$ cat src/bix_consts.vh
// Constants for the branch, increment, OR and shift execution block.
// Assumes inclusion by bare name from the design files of this block.
`ifndef BIX_CONSTS_VH
`define BIX_CONSTS_VH

// Operation select codes on the issue port.
`define BIX_OP_W                3
`define BIX_OP_JUMP_ABSOLUTE    3'h0
`define BIX_OP_INCREMENT_SKIP   3'h1
`define BIX_OP_INCREMENT_FILE   3'h2
`define BIX_OP_OR_LITERAL       3'h3
`define BIX_OP_OR_FILE          3'h4
`define BIX_OP_SHIFT_LEFT_FILE  3'h5

// Operand widths.
`define BIX_JUMP_K_W            11
`define BIX_FILE_AW             7
`define BIX_DATA_W              8
`define BIX_PC_W                15
`define BIX_LATCH_W             7
`define BIX_LATCH_HI            6
`define BIX_LATCH_LO            3

// APB register byte offsets.
`define BIX_ADDR_W              12
`define BIX_OFS_ACC             12'h000
`define BIX_OFS_STATUS          12'h004
`define BIX_OFS_LATCH           12'h008
`define BIX_OFS_PC              12'h00C
`define BIX_FILE_WIN_TAG        3'h1
`define BIX_FILE_WIN_HI         11
`define BIX_FILE_WIN_LO         9

// Status register fields.
`define BIX_ST_CARRY            0
`define BIX_ST_ZERO             1

// Reset values.
`define BIX_RST_ACC             8'h00
`define BIX_RST_LATCH           7'h00
`define BIX_RST_PC              15'h0000

`endif

$ cat src/bix_file_mem.v
// Single-port file register memory with registered read data.
// Assumes one user per cycle; the caller arbitrates the port.
`timescale 1ns/1ps
module bix_file_mem #(
	parameter AW = 7,
	parameter DW = 8
) (
	input  wire          pclk,
	input  wire          we,
	input  wire [AW-1:0] addr,
	input  wire [DW-1:0] wdata,
	output reg  [DW-1:0] rdata_ff
);
	reg [DW-1:0] mem [0:(1<<AW)-1];

	// Read data is the word before any write of the same cycle.
	always @(posedge pclk)
	begin
		if (we)
			mem[addr] <= wdata;
		rdata_ff <= mem[addr];
	end
endmodule

$ cat src/bix_exec.v
// Execution unit for absolute jump, increments, inclusive OR and left shift.
// Assumes synchronous issue inputs on pclk and an APB master for the registers.
//
// Notes on behaviour
// - An absolute jump loads its eleven-bit operand into program counter bits 10 to 0.
// - An absolute jump fills program counter bits 14 to 11 from upper target latch bits 6 to 3.
// - An absolute jump takes two cycles and leaves carry and zero untouched.
// - Increment with skip writes the file value plus one to the accumulator or the file and keeps the flags.
// - A zero result of increment with skip inserts one no-operation cycle and skips the next instruction.
// - OR literal ORs the accumulator with an 8-bit immediate into the accumulator and updates zero.
// - OR with file ORs accumulator and file into the selected target and updates zero.
// - Left shift moves operand bit 7 into carry and bits 6 to 0 into result bits 7 to 1, updating carry and zero.
// - Left shift forces result bit 0 to zero instead of the old carry.
// - Left shift writes to the accumulator when the target select is 0 and to the file when it is 1.
//
// Implementation choices: the placing of the registers and register access over APB.
`timescale 1ns/1ps
`include "bix_consts.vh"
module bix_exec #(
	parameter FILE_AW = `BIX_FILE_AW
) (
	input  wire                     pclk,
	input  wire                     presetn,
	input  wire                     psel,
	input  wire                     penable,
	input  wire                     pwrite,
	input  wire [`BIX_ADDR_W-1:0]   paddr,
	input  wire [31:0]              pwdata,
	output reg  [31:0]              prdata_ff,
	output reg                      pready_ff,
	output reg                      pslverr_ff,
	input  wire                     issue_valid,
	input  wire [`BIX_OP_W-1:0]     issue_op,
	input  wire [`BIX_JUMP_K_W-1:0] issue_k,
	input  wire [FILE_AW-1:0]       issue_f,
	input  wire                     issue_d,
	output reg                      issue_ready_ff,
	output reg  [`BIX_PC_W-1:0]     program_counter_ff,
	output reg  [`BIX_DATA_W-1:0]   acc_ff,
	output reg                      carry_ff,
	output reg                      zero_ff
);
	localparam [2:0] S_IDLE  = 3'h0;
	localparam [2:0] S_JUMP2 = 3'h1;
	localparam [2:0] S_READ  = 3'h2;
	localparam [2:0] S_EXEC  = 3'h3;
	localparam [2:0] S_NOP   = 3'h4;

	reg  [2:0]                state_ff;
	reg  [2:0]                nxt_state;
	reg  [`BIX_OP_W-1:0]      op_ff;
	reg  [`BIX_JUMP_K_W-1:0]  k_ff;
	reg  [FILE_AW-1:0]        f_ff;
	reg                       d_ff;
	reg  [`BIX_LATCH_W-1:0]   latch_ff;
	reg                       apb_rd_pend_ff;
	reg  [`BIX_DATA_W-1:0]    result;
	reg                       res_carry;
	wire [`BIX_DATA_W-1:0]    mem_rdata;
	wire                      accept;
	wire                      grant;
	wire                      apb_req;
	wire                      apb_file;
	wire [FILE_AW-1:0]        apb_index;
	wire                      core_mem_we;
	wire                      apb_mem_we;
	wire                      mem_we;
	wire [FILE_AW-1:0]        mem_addr;
	wire [`BIX_DATA_W-1:0]    mem_wdata;
	wire                      res_zero;

	// Operations that fetch their operand from the file memory.
	function uses_file;
		input [`BIX_OP_W-1:0] op;
		begin
			uses_file = (op == `BIX_OP_INCREMENT_SKIP) || (op == `BIX_OP_INCREMENT_FILE) ||
				(op == `BIX_OP_OR_FILE) || (op == `BIX_OP_SHIFT_LEFT_FILE);
		end
	endfunction

	// Registers of the APB map outside the file memory window.
	function reg_hit;
		input [`BIX_ADDR_W-1:0] a;
		begin
			reg_hit = (a == `BIX_OFS_ACC) || (a == `BIX_OFS_STATUS) ||
				(a == `BIX_OFS_LATCH) || (a == `BIX_OFS_PC);
		end
	endfunction

	assign accept = issue_valid && issue_ready_ff;
	// Software waits while the core works, so core and bus never update the same state together.
	// A master that keeps issue_valid high without a break starves the bus.
	assign grant     = (state_ff == S_IDLE) && !issue_valid;
	assign apb_req   = psel && penable && !pready_ff && grant;
	assign apb_file  = (paddr[`BIX_FILE_WIN_HI:`BIX_FILE_WIN_LO] == `BIX_FILE_WIN_TAG);
	assign apb_index = paddr[FILE_AW+1:2];

	always @*
	begin
		result    = mem_rdata;
		res_carry = carry_ff;
		case (op_ff)
			`BIX_OP_INCREMENT_SKIP,
			`BIX_OP_INCREMENT_FILE:
				result = mem_rdata + 8'h01;
			`BIX_OP_OR_FILE:
				result = acc_ff | mem_rdata;
			`BIX_OP_SHIFT_LEFT_FILE:
			begin
				result    = {mem_rdata[6:0], 1'b0};
				res_carry = mem_rdata[7];
			end
			default:
				result = mem_rdata;
		endcase
	end

	assign res_zero    = (result == 8'h00);
	assign core_mem_we = (state_ff == S_EXEC) && d_ff;
	assign apb_mem_we  = apb_req && pwrite && apb_file;
	assign mem_we      = core_mem_we || apb_mem_we;
	assign mem_addr    = (state_ff == S_IDLE) ? (issue_valid ? issue_f : apb_index) : f_ff;
	assign mem_wdata   = core_mem_we ? result : pwdata[`BIX_DATA_W-1:0];

	bix_file_mem #(
		.AW (FILE_AW),
		.DW (`BIX_DATA_W)
	) u_file_mem (
		.pclk     (pclk),
		.we       (mem_we),
		.addr     (mem_addr),
		.wdata    (mem_wdata),
		.rdata_ff (mem_rdata)
	);

	always @*
	begin
		nxt_state = state_ff;
		case (state_ff)
			S_IDLE:
				if (accept && issue_op == `BIX_OP_JUMP_ABSOLUTE)
					nxt_state = S_JUMP2;
				else if (accept && uses_file(issue_op))
					nxt_state = S_READ;
			S_JUMP2:
				nxt_state = S_IDLE;
			S_READ:
				nxt_state = S_EXEC;
			S_EXEC:
				if (op_ff == `BIX_OP_INCREMENT_SKIP && res_zero)
					nxt_state = S_NOP;
				else
					nxt_state = S_IDLE;
			S_NOP:
				nxt_state = S_IDLE;
			default:
				nxt_state = S_IDLE;
		endcase
	end

	always @(posedge pclk or negedge presetn)
	begin
		if (!presetn)
		begin
			state_ff           <= S_IDLE;
			issue_ready_ff     <= 1'b1;
			op_ff              <= `BIX_OP_JUMP_ABSOLUTE;
			k_ff               <= 11'h000;
			f_ff               <= {FILE_AW{1'b0}};
			d_ff               <= 1'b0;
			program_counter_ff <= `BIX_RST_PC;
			acc_ff             <= `BIX_RST_ACC;
			carry_ff           <= 1'b0;
			zero_ff            <= 1'b0;
			latch_ff           <= `BIX_RST_LATCH;
		end
		else
		begin
			state_ff       <= nxt_state;
			issue_ready_ff <= (nxt_state == S_IDLE);
			if (accept)
			begin
				op_ff <= issue_op;
				k_ff  <= issue_k;
				f_ff  <= issue_f;
				d_ff  <= issue_d;
			end
			if (accept && issue_op == `BIX_OP_OR_LITERAL)
			begin
				acc_ff             <= acc_ff | issue_k[`BIX_DATA_W-1:0];
				zero_ff            <= ((acc_ff | issue_k[`BIX_DATA_W-1:0]) == 8'h00);
				program_counter_ff <= program_counter_ff + 15'h0001;
			end
			if (state_ff == S_JUMP2)
				program_counter_ff <= {latch_ff[`BIX_LATCH_HI:`BIX_LATCH_LO], k_ff};
			if (state_ff == S_EXEC)
			begin
				if (!d_ff)
					acc_ff <= result;
				// The skipped instruction is never fetched; the counter steps over it here.
				if (op_ff == `BIX_OP_INCREMENT_SKIP && res_zero)
					program_counter_ff <= program_counter_ff + 15'h0002;
				else
					program_counter_ff <= program_counter_ff + 15'h0001;
				if (op_ff != `BIX_OP_INCREMENT_SKIP)
					zero_ff <= res_zero;
				if (op_ff == `BIX_OP_SHIFT_LEFT_FILE)
					carry_ff <= res_carry;
			end
			if (apb_req && pwrite && !apb_file)
			begin
				if (paddr == `BIX_OFS_ACC)
					acc_ff <= pwdata[`BIX_DATA_W-1:0];
				if (paddr == `BIX_OFS_STATUS)
				begin
					carry_ff <= pwdata[`BIX_ST_CARRY];
					zero_ff  <= pwdata[`BIX_ST_ZERO];
				end
				if (paddr == `BIX_OFS_LATCH)
					latch_ff <= pwdata[`BIX_LATCH_W-1:0];
			end
		end
	end

	// APB answers one cycle after the granted access edge, two for a file memory read.
	always @(posedge pclk or negedge presetn)
	begin
		if (!presetn)
		begin
			prdata_ff      <= 32'h00000000;
			pready_ff      <= 1'b0;
			pslverr_ff     <= 1'b0;
			apb_rd_pend_ff <= 1'b0;
		end
		else
		begin
			pready_ff  <= 1'b0;
			pslverr_ff <= 1'b0;
			if (apb_rd_pend_ff)
			begin
				apb_rd_pend_ff <= 1'b0;
				pready_ff      <= 1'b1;
				prdata_ff      <= {24'h000000, mem_rdata};
			end
			else if (apb_req && !apb_file && !reg_hit(paddr))
			begin
				pready_ff  <= 1'b1;
				pslverr_ff <= 1'b1;
				prdata_ff  <= 32'h00000000;
			end
			else if (apb_req && apb_file && !pwrite)
				apb_rd_pend_ff <= 1'b1;
			else if (apb_req)
			begin
				pready_ff <= 1'b1;
				prdata_ff <= 32'h00000000;
				if (!pwrite)
				begin
					case (paddr)
						`BIX_OFS_ACC:
							prdata_ff <= {24'h000000, acc_ff};
						`BIX_OFS_STATUS:
							prdata_ff <= {30'h00000000, zero_ff, carry_ff};
						`BIX_OFS_LATCH:
							prdata_ff <= {25'h0000000, latch_ff};
						`BIX_OFS_PC:
							prdata_ff <= {17'h00000, program_counter_ff};
						default:
							prdata_ff <= 32'h00000000;
					endcase
				end
			end
		end
	end
endmodule

$ cat config.mk
export PLATFORM = sky130hd
export DESIGN_NAME = bix_exec
export DESIGN_NICKNAME = d
export VERILOG_FILES = /design/src/bix_file_mem.v /design/src/bix_exec.v
export VERILOG_INCLUDE_DIRS = /design/src
export SDC_FILE = /design/constraint.sdc
export NUM_CORES = 1
export LEC_CHECK = 0
export BUFFER_PORTS_ARGS = -buffer_cell sky130_fd_sc_hd__buf_2
export CAP_MARGIN = 20
export CORE_UTILIZATION = 45
export CTS_BUF_LIST = sky130_fd_sc_hd__clkbuf_8
export CTS_CLUSTER_SIZE = 10
export DETAILED_ROUTE_END_ITERATION = 6
export HOLD_SLACK_MARGIN = 0.15
export SKIP_CTS_REPAIR_TIMING = 1
export SLEW_MARGIN = 40
export SYNTH_ARGS = -nofsm -noshare
export SYNTH_HDL_FRONTEND = slang
export SYNTH_HIERARCHICAL = 1
export SYNTH_SLANG_ARGS = --single-unit
$ cat constraint.sdc
create_clock -name pclk -period 12.3 [get_ports pclk]
set_input_delay 2.46 -clock pclk [delete_from_list [all_inputs] [get_ports pclk]]
set_output_delay 2.46 -clock pclk [all_outputs]
set_load 0.02 [all_outputs]
# Word level (Yosys, flattened, before mapping)
# Memories as Yosys holds them, arrays and structs flattened. A register that Yosys moved wholly into a read port is not among the register bits.
# Index checks and enable logic that the tools add are counted.
# op_classes
n_addsub	3
eq_ne	18
mux	43
bitwise	2
reduce_logical	40
# op_table
cell	count
two-way mux 32 bit	4
two-way mux 15 bit	5
one-hot mux 15 bit (4 select lines)	1
two-way mux 8 bit	6
equality test 12 x 4 -> 1 bit (second input constant)	2
one-hot mux 8 bit (3 select lines)	1
two-way mux 1 bit	20
logical AND 1 bit	17
logical NOT 8 bit	2
OR 8 bit	2
adder 15 x 1 -> 15 bit (second input constant)	1
adder 15 x 2 -> 15 bit (second input constant)	1
equality test 3 x 2 -> 1 bit (second input constant)	5
two-way mux 7 bit	2
equality test 12 x 3 -> 1 bit (second input constant)	1
equality test 3 x 1 -> 1 bit (second input constant)	4
equality test 3 bit (second input constant)	4
logical NOT 12 bit	1
logical NOT 3 bit	3
two-way mux 3 bit	3
one-hot mux 3 bit (3 select lines)	1
adder 8 x 1 -> 8 bit (second input constant)	1
logical OR 1 bit	7
nonzero test 3 bit	2
5 further kinds	10
# totals
ff_bits	93
ramBits	1024
inputBits	72
output_inout_bits	60
word_cells	122
mem_count	1
# mem_list
memory	depth	width	rd	rd_clocked_by_memory_dff	write_ports	line	rtl
u_file_mem.mem	128	8	1	1	1	bix_file_mem.v:14	reg [DW-1:0] mem [0:(1<<AW)-1];

# Depth between registers and ports, before layout
# Gate-level depths: netlist of run 1.
# depth
ltp_word	9
depth_mapped	14
mapped_depth_nobuf	10

# Modules after synthesis
# The synthesis of run 1 kept the hierarchy.
# by_module_without_submodules
module	n_inst	cells_per_inst	area_per_inst_um2	seq_area_each_um2
bix_file_mem	1	2475	40433.8	30909.6
bix_exec	1	568	5123.7	1903.1

# Worst setup path before layout of run 1
# Ideal clock, no wire load.
# synth_path
path_kind	reg2reg
start	register op_ff[1]
end	memory u_file_mem.mem[0][5] (data pin)
setup_ns	1.197
arrival_time_ns	6.351
t_required_ns	11.103
path_slack_ns	4.752
stages_incl_launch_ff	6
path_buffers	1
synth_period_minus_slack_ns	7.548
path_cell_list	dfrtp_1 buf_4 xnor2_1 o41a_1 or2_2 o21ai_0
# synth_via
elab_chain_cells	4
elab_cells_between_ends	7
cone_classes	eq/ne: 4; mux: 2; reduce/logical: 1
# synth_lines
item	line	rtl
start: declaration	bix_exec.v:51	reg [`BIX_OP_W-1:0] op_ff;
start signal: assignment	bix_exec.v:167	op_ff <= `BIX_OP_JUMP_ABSOLUTE;
start signal: assignment	bix_exec.v:183	op_ff <= issue_op;
equality test 3 x 1 -> 1 bit / equality test 3 x 2 -> 1 bit (equally long branches)	bix_exec.v:102	case (op_ff)
OR reduction 2 bit	bix_exec.v:102	
one-hot mux 8 bit (3 select lines) *	bix_exec.v:102	
two-way mux 8 bit *	bix_exec.v:123	assign mem_wdata = core_mem_we ? result : pwdata[`BIX_DATA_W-1:0];
named net mem_wdata[5]	bix_exec.v:69	wire [`BIX_DATA_W-1:0] mem_wdata;
end: declaration	bix_file_mem.v:14	
# The timed path passes the listed nets; every way through them passes the cells marked *.

# Worst setup path after layout of run 1
# layout_path
start	input port issue_valid
end	register u_file_mem.rdata_ff[2], read port of u_file_mem.mem
# layout_via
elab_chain_cells	2
# layout_lines
item	line	rtl
start: declaration	bix_exec.v:32	input wire issue_valid,
two-way mux 7 bit (2 in series)	bix_exec.v:122	assign mem_addr = (state_ff == S_IDLE) ? (issue_valid ? issue_f : apb_index) : f_ff;
named net mem_addr[2]	bix_exec.v:68	wire [FILE_AW-1:0] mem_addr;
end: declaration	bix_file_mem.v:12	output reg [DW-1:0] rdata_ff
# The timed path passes the listed nets, and every way through them passes these cells.
# A chain may end at the register's enable or synchronous reset.

==> results of run 1 <==
[worst max-delay path: cells and delay by family]
kind                   cells  cell delay (ps)
buffers and inverters      4             2000
muxes                      1              170
AOI/OAI and AO/OA          4             1650
and+or+nand+nor            2              960
[area by class of cell]
cell class / count / area (um^2)
inverters: 11 / 43.8
fillers: 8379 / 49400
well taps: 1298 / 1620
diodes: 5 / 12.5
flip-flops and latches: 1108 / 32800
clock inverters: 131 / 753
multi-input cells: 1689 / 11800
clock buffers: 185 / 2550
repair buffers: 166 / 1110
[stage by stage]
stage          utilization, %  power [mW]  hold WS [ps]
6_report                 50.7        13.4           486
5_1_grt                  50.7        13.9           515
4_1_cts                  50.5        13.4           490
2_1_floorplan               -        8.28           474
3_5_place_dp             47.2        10.4           477
3_3_place_gp             47.0        10.3           471
[how the worst min path moves through the flow]
| stage | start | to | slack, ps |
|---|---|---|---|
| after CTS | prdata_ff[7]$_DFFE_PN0P_ | prdata_ff[7]$_DFFE_PN0P_ | 490 |
| final | prdata_ff[7]$_DFFE_PN0P_ | prdata_ff[7]$_DFFE_PN0P_ | 490 |
| after floorplan | k_ff[7]$_DFFE_PN0P_ | k_ff[7]$_DFFE_PN0P_ | 470 |
| after detailed placement | prdata_ff[7]$_DFFE_PN0P_ | prdata_ff[7]$_DFFE_PN0P_ | 480 |
| after global placement | prdata_ff[0]$_DFFE_PN0P_ | prdata_ff[0]$_DFFE_PN0P_ | 470 |
| after global routing | prdata_ff[10]$_DFFE_PN0P_ | prdata_ff[10]$_DFFE_PN0P_ | 520 |
[state kept, by name, summed over array words and instances, names as in the netlist, 3 cells and up]
register             flops
k_ff                    11
u_file_mem/mem        1024
f_ff                     7
prdata_ff               15
op_ff                    3
u_file_mem/rdata_ff      8
latch_ff                 7
state_ff                 3
program_counter_ff      15
acc_ff                   8
[power by group]
part	internal, mW	switching (mW)
Sequential	4.38	0.211
Combinational	1.75	4.14
Clock	1.49	1.47
[layout by cell type (no fill, tap or decap), types with 14 or more instances in the layout]
| cell type | count |
|---|---|
| buf_2 | 89 |
| a211oi_1 | 24 |
| clkinv_1 | 35 |
| inv_1 | 69 |
| dfrtp_1 | 73 |
| o21ai_0 | 102 |
| a221oi_1 | 221 |
| conb_1 | 17 |
| nand2_1 | 145 |
| o221ai_1 | 19 |
| o22ai_1 | 27 |
| nand3_1 | 31 |
| a22o_1 | 49 |
| mux2i_1 | 72 |
| mux2_2 | 97 |
| a22oi_1 | 82 |
| clkinv_2 | 16 |
| a21oi_1 | 159 |
| edfxtp_1 | 1024 |
| clkbuf_8 | 185 |
| nor3_1 | 27 |
| nand4_1 | 18 |
| nor2_1 | 218 |
| buf_4 | 66 |
| nor4_1 | 14 |
| a221o_1 | 20 |
| nor2_2 | 75 |
[cell families (layout without fill, tap and decap cells)]
family	Yosys count	in the layout	share of synthesized area, %
flip-flops	1108	1108	72.0
XOR/XNOR	21	21	0.404
multiplexers	190	190	4.83
AO/OA/AOI/OAI	839	839	13.5
other	1	22	0.00823
adder cells (fa/ha/maj)	3	3	0.0824
AND/OR/NAND/NOR	619	619	6.08
buffers and inverters	262	493	3.10
[metal layers]
layer  up-vias  wire length (um)
met1     14900             54500
met2      1629             62700
li1      12400                 -
met5         -                 0
met3       270             13300
met4         0              5180
==> metrics.md, run 1 <==
| Metric | Value |
|---|---|
| Non-Filler Instances | `4593` |
| Worst-Skew Late Latency | `860 ps` |
| Final number of hold-violating endpoints | `0` |
| Most used cell, CP | `buf_4` |
| R2r setup slk | `roughly 6500 ps` |
| Mapped Area | `around 46000 um^2` |
| Met1 usage | `a little over a third` |
| Row count | `roughly 120` |
| Worst Tran Pin Value | `roughly 900 ps` |
| Buffers on Ports | `90` |
| Detailed-route wire length per cell | `between 20 and 30 um` |
| Skew final | `46.2 ps` |
| Status | `completed` |
| CP max-delay cell | `nor2b_4` |
| Commonest cells in the netlist | `edfxtp_1 (1024), nor2_1 (294), a221oi_1 (222)` |
| Hold depth | `2` |
| GRT Total Usage | `between 20% and 30%` |
| Ys Warns | `6` |
| ANT nets after route | `0` |
| Worst Path Arrival | `7450 ps` |
| Clock slew seen by the registers of the worst setup and hold paths | `around 60 ps` |
| Post-synth EDFFs | `slightly above 1000` |
| Worst setup path start | `issue_valid` |
| #FFs+latches synth | `between 1000 and 1500` |
| CP max FO | `~70` |
| CTS root buf | `clkbuf_8` |
| Pre-CTS setup slack | `4870 ps` |
| M3 GR Usage | `5.83%` |
| First-pass GRT wire length | `approximately 200000 um` |
| Longest Clk Path Bufs | `3` |
| Pin count of the biggest net entering global routing | `97` |
| Placer Congestion | `between 0.8 and 0.9` |
| CTS tree | `built` |
| Initial drt markers | `3534` |
| Worst slew margin | `between 30% and 40%` |
| Top-count cell post-synth | `edfxtp_1` |
| Die Ht | `320 um` |
| HPWL after DPL | `between 80000 and 90000 um` |
| Area grow syn2layout | `11.4%` |
| CTS Buf Count | `about 180` |
| Area contributors post-synth | `edfxtp_1 (67%), a221oi_1 (4.3%), dfrtp_1 (4.1%)` |
| DRC | `0` |
| Crit path to | `u_file_mem/rdata_ff[2]$_DFF_P_` |
| Largest stage delay, worst path | `770 ps` |
| RSZ-0062 raised after global routing | `no` |
| GRT met2 Usage | `around two fifths` |
| Number of global-route vias before repair | `28700` |
| # IOs | `approximately 130` |
| Drt total wl | `roughly 140000 um` |
| Drt first pass iters | `5` |
| Area after DPL | `47300 um^2` |
| CP Class | `primary input to flip-flop` |
| Yosys top cell by area | `edfxtp_1` |
| FFs w/ async S/R, synth | `6.86%` |
| # setup viols final | `0` |
| R2R cell count | `12` |
| Worst path required time | `13060 ps` |
| Total Neg Setup Slack | `0 ps` |
| Top FF cell, synth | `edfxtp_1` |
| Min cycle time layout | `roughly 6700 ps` |
| Max-cap violations | `0` |
| Reg-to-Reg End | `u_file_mem/rdata_ff[2]$_DFF_P_` |
| Starting Density | `about 45%` |
| Final layout net count | `~3200` |
| Fin area | `50700 um^2` |
| Min-Delay Path Class | `flip-flop to flip-flop` |
| Setup ws final | `5610 ps` |
| Pwr dens | `around 260 nW/um^2` |
| Vias | `between 20000 and 30000` |
| Lkg Pwr | `16.7 nW` |
| Worst R2R Start | `state_ff[1]$_DFF_PN0_` |
| Core area | `100000 um^2` |
| Sequential area share after synthesis | `between 70% and 80%` |
| Die Area | `approximately 100000 um^2` |
| Syn Inst Count | `around 3000` |
| Crit. End Element | `flip-flop` |
| Initial antenna violation count | `4` |
| Fmax | `roughly 150 MHz` |
| Critical Path Start Type | `primary input` |
| IR drop worst, VDD | `0.201 mV` |
| Mean cell area of the mapped netlist | `15.0 um^2` |
| Via density | `6.37` |
| Overflow left after global routing | `0` |
| Post-synth top area share | `between 60% and 70%` |
| Worst path cell trace | `buf_2 -> mux2i_1 -> a21oi_4 -> buf_4 -> nor2b_4 -> buf_12 -> buf_4 -> a221oi_1 -> o21ai_0 -> a2111oi_2 -> nand4_1` |
| Die X | `~320 um` |
| CTS sink count | `1108` |
| Post-Place Cells | `4271` |
| Slew Viols, Final | `0` |
| Global route hottest layer | `met2` |
| Layout cells sized above 1 | `approximately a fifth` |
| Synth cell types | `between 90 and 100` |
| Final period util | `54.4%` |
| CTS H-tree lvls | `4` |
No activity file was read; power rests on OpenSTA's default activity.
==> inputs of run 2 (changes only) <==
clock period = 5.7 ns   (was 12.3 ns; I/O delays follow)
==> run 2 against run 1 <==
Clock power up 110%; sequential share of layout area down 1.2 points; critical path depth up 1; largest power group unchanged; highest routed layer is now met5.
==> metrics.md, run 2 (synthesis gave the netlist of run 1 again) <==
| Metric | Value |
|---|---|
| Min-Delay Path Class | `primary input to asynchronous set/reset pin` |
| Area after DPL | `48400 um^2 (+2.3%)` |
| Pint | `16.9 mW (+120%)` |
| Clk pwr share | `21.5% (-0.6 points)` |
| Gate power share | `45.0% (+1.2 points)` |
| Row count | `116 (unchanged)` |
| Skew final | `38.2 ps (-7.94 ps)` |
| Final layout net count | `3363 (+4.2%)` |
| Placer Congestion | `0.934 (+4.4%)` |
| DRC | `0 (unchanged)` |
| Initial drt markers | `3647 (+3.2%)` |
| Number of global-route vias before repair | `29100 (+1.5%)` |
| First-pass GRT wire length | `202000 um (+2.9%)` |
| Max FFs per register | `1024 (unchanged)` |
| IR drop worst, VDD | `0.397 mV (+98%)` |
| Drt total wl | `139000 um (+2.8%)` |
| CP max FO | `32 (-53%)` |
| Status | `completed` |
| Biggest regs | `u_file_mem/mem x1024, prdata_ff x15, program_counter_ff x15` |
| Fin area | `51700 um^2 (+1.9%)` |
| Buffers on Ports | `90 (unchanged)` |
| CTS H-tree lvls | `4 (unchanged)` |
| Worst path required time | `6350 ps (-6710 ps)` |
| Critical Path Start Type | `flip-flop` |
| Worst-Skew Late Latency | `850 ps (about the same)` |
| Min cycle time layout | `~4700 ps` |
| Longest Clk Path Bufs | `3 (unchanged)` |
| Lkg Pwr | `17.4 nW (+4.3%)` |
| Starting Density | `45.5% (unchanged)` |
| Layout cells sized above 1 | `21.1% (+1.6 points)` |
| Clock slew seen by the registers of the worst setup and hold paths | `70 ps (about the same)` |
| Tightest hold margin | `324 ps (-162 ps)` |
| Net Sw Frac | `42.9% (-0.40 points)` |
| CTS root buf | `clkbuf_8` |
| Final period util | `between 80% and 90%` |
| GRT Total Usage | `27.1% (+0.87 points)` |
| CTS sink count | `1108 (unchanged)` |
| Drt first pass iters | `6 (+1)` |
| Pwr dens | `572 nW/um^2 (+120%)` |
| Worst Path Arrival | `5380 ps (-2070 ps)` |
| CP Class | `flip-flop to flip-flop` |
| Most frequent cells in the layout | `edfxtp_1 (1024), nor2_1 (260), a221oi_1 (222)` |
| Overflow left after global routing | `0 (unchanged)` |
| Net Switching | `12.7 mW (+120%)` |
| Detailed-route wire length per cell | `29.5 um (about the same)` |
| Final number of hold-violating endpoints | `0 (unchanged)` |
| Vias | `30000 (+2.4%)` |
| Fmax | `211 MHz` |
| Largest reg by FF count | `u_file_mem/mem` |
| Area grow syn2layout | `13.5%` |
| Die X | `320 um (unchanged)` |
| Die Ht | `320 um (unchanged)` |
| Initial antenna violation count | `3 (-1)` |
| Crit. End Element | `flip-flop` |
| Core area | `100000 um^2 (unchanged)` |
| Pin count of the biggest net entering global routing | `129 (+33%)` |
| Max-cap violations | `0 (unchanged)` |
| HPWL after DPL | `85500 um (+6.9%)` |
| RSZ-0062 raised after global routing | `no` |
| ANT nets after route | `0 (unchanged)` |
| CTS Buf Count | `178 (+1.7%)` |
| # IOs | `132 (unchanged)` |
| Reg power frac | `33.6% (-0.5 points)` |
| Worst Tran Pin Value | `917 ps (-4.16 ps)` |
| Fill cells | `8362 (-0.20%)` |
| # setup viols final | `0 (unchanged)` |
| Die Area | `103000 um^2 (unchanged)` |
| Via density | `6.34 (-0.43%)` |
| Worst slew margin | `38.6% (+0.28 points)` |
| CTS tree | `built` |
| Most common cell after layout, fill and taps aside | `edfxtp_1` |
| Slew Viols, Final | `0 (unchanged)` |
run 2: changes by cell type in the layout (fill, tap and decap cells not counted), moves of 4 or more:
cell,previous run,this run
buf_4,66,189
nor2_1,218,260
diode_2,5,1
inv_12,5,1
clkbuf_8,185,191
buf_12,3,18
nor2_2,75,33
run 2: power groups by stage:
stage               logic, mW  clock network [mW]  registers (mW)
floorplan                7.88                   0            9.97
global placement         12.8                   0            10.1
detailed placement       13.0                   0            10.1
CTS                      13.0                6.46            9.91
global route             13.9                6.81            9.95
finish                   13.3                6.35            9.92
run 2: metal layers:
layer,vias to the layer above,wire length (um),global-route usage (%)
met3,287,13000,5.39
met2,1644,64900,42.1
met4,2,5080,10.9
met5,-,12,0
li1,12700,-,-
met1,15300,56400,37.4
run 2: final timing paths:
check | depth (start not counted) | to | start | slack [ps]
worst max-delay path | 12 | u_file_mem/rdata_ff[3]$_DFF_P_ | state_ff[1]$_DFF_PN0_ | 970
worst min-delay path | 1 | k_ff[9]$_DFFE_PN0P_ | presetn | 320
worst max register to register | 12 | u_file_mem/rdata_ff[3]$_DFF_P_ | state_ff[1]$_DFF_PN0_ | 970
worst min register to register | 2 | prdata_ff[6]$_DFFE_PN0P_ | prdata_ff[6]$_DFFE_PN0P_ | 500
max in group asynchronous | 1 | op_ff[2]$_DFFE_PN0P_ | presetn | 4820
min in group pclk | 2 | prdata_ff[6]$_DFFE_PN0P_ | prdata_ff[6]$_DFFE_PN0P_ | 500
run 2: final cells by class:
class	count	area, um^2	area share (%)
Clock buffer	191	2630	5.09
Timing Repair Buffer	300	2290	4.43
Inverter	11	43.8	0.0847
Multi-Input combinational cell	1689	11700	22.6
Antenna cell	1	2.50	0.00484
Clock inverter	127	632	1.22
Tap cell	1298	1620	3.14
Sequential cell	1108	32800	63.5
run 2: through the flow:
step	setup TNS [ps]	util [%]	std cells	power [mW]	setup WS, ps
2_1_floorplan	-671770	-	3059	17.9	-1750
3_3_place_gp	0	48.2	4403	22.9	657
3_5_place_dp	0	48.3	4406	23.1	674
4_1_cts	0	51.6	4724	29.4	1150
5_1_grt	0	51.6	4725	30.6	961
6_report	0	51.6	4725	29.5	971
run 2: worst max-delay path: stages (launching register included):
cell and delay, ps:
dfrtp_1 580, nor3_2 250, buf_4 290, nor2_1 110
a21oi_4 560, inv_4 400, nand2_1 580, buf_4 320
o22ai_1 110, a221oi_1 440, o22ai_1 230, o31ai_1 390
nand4_1 240
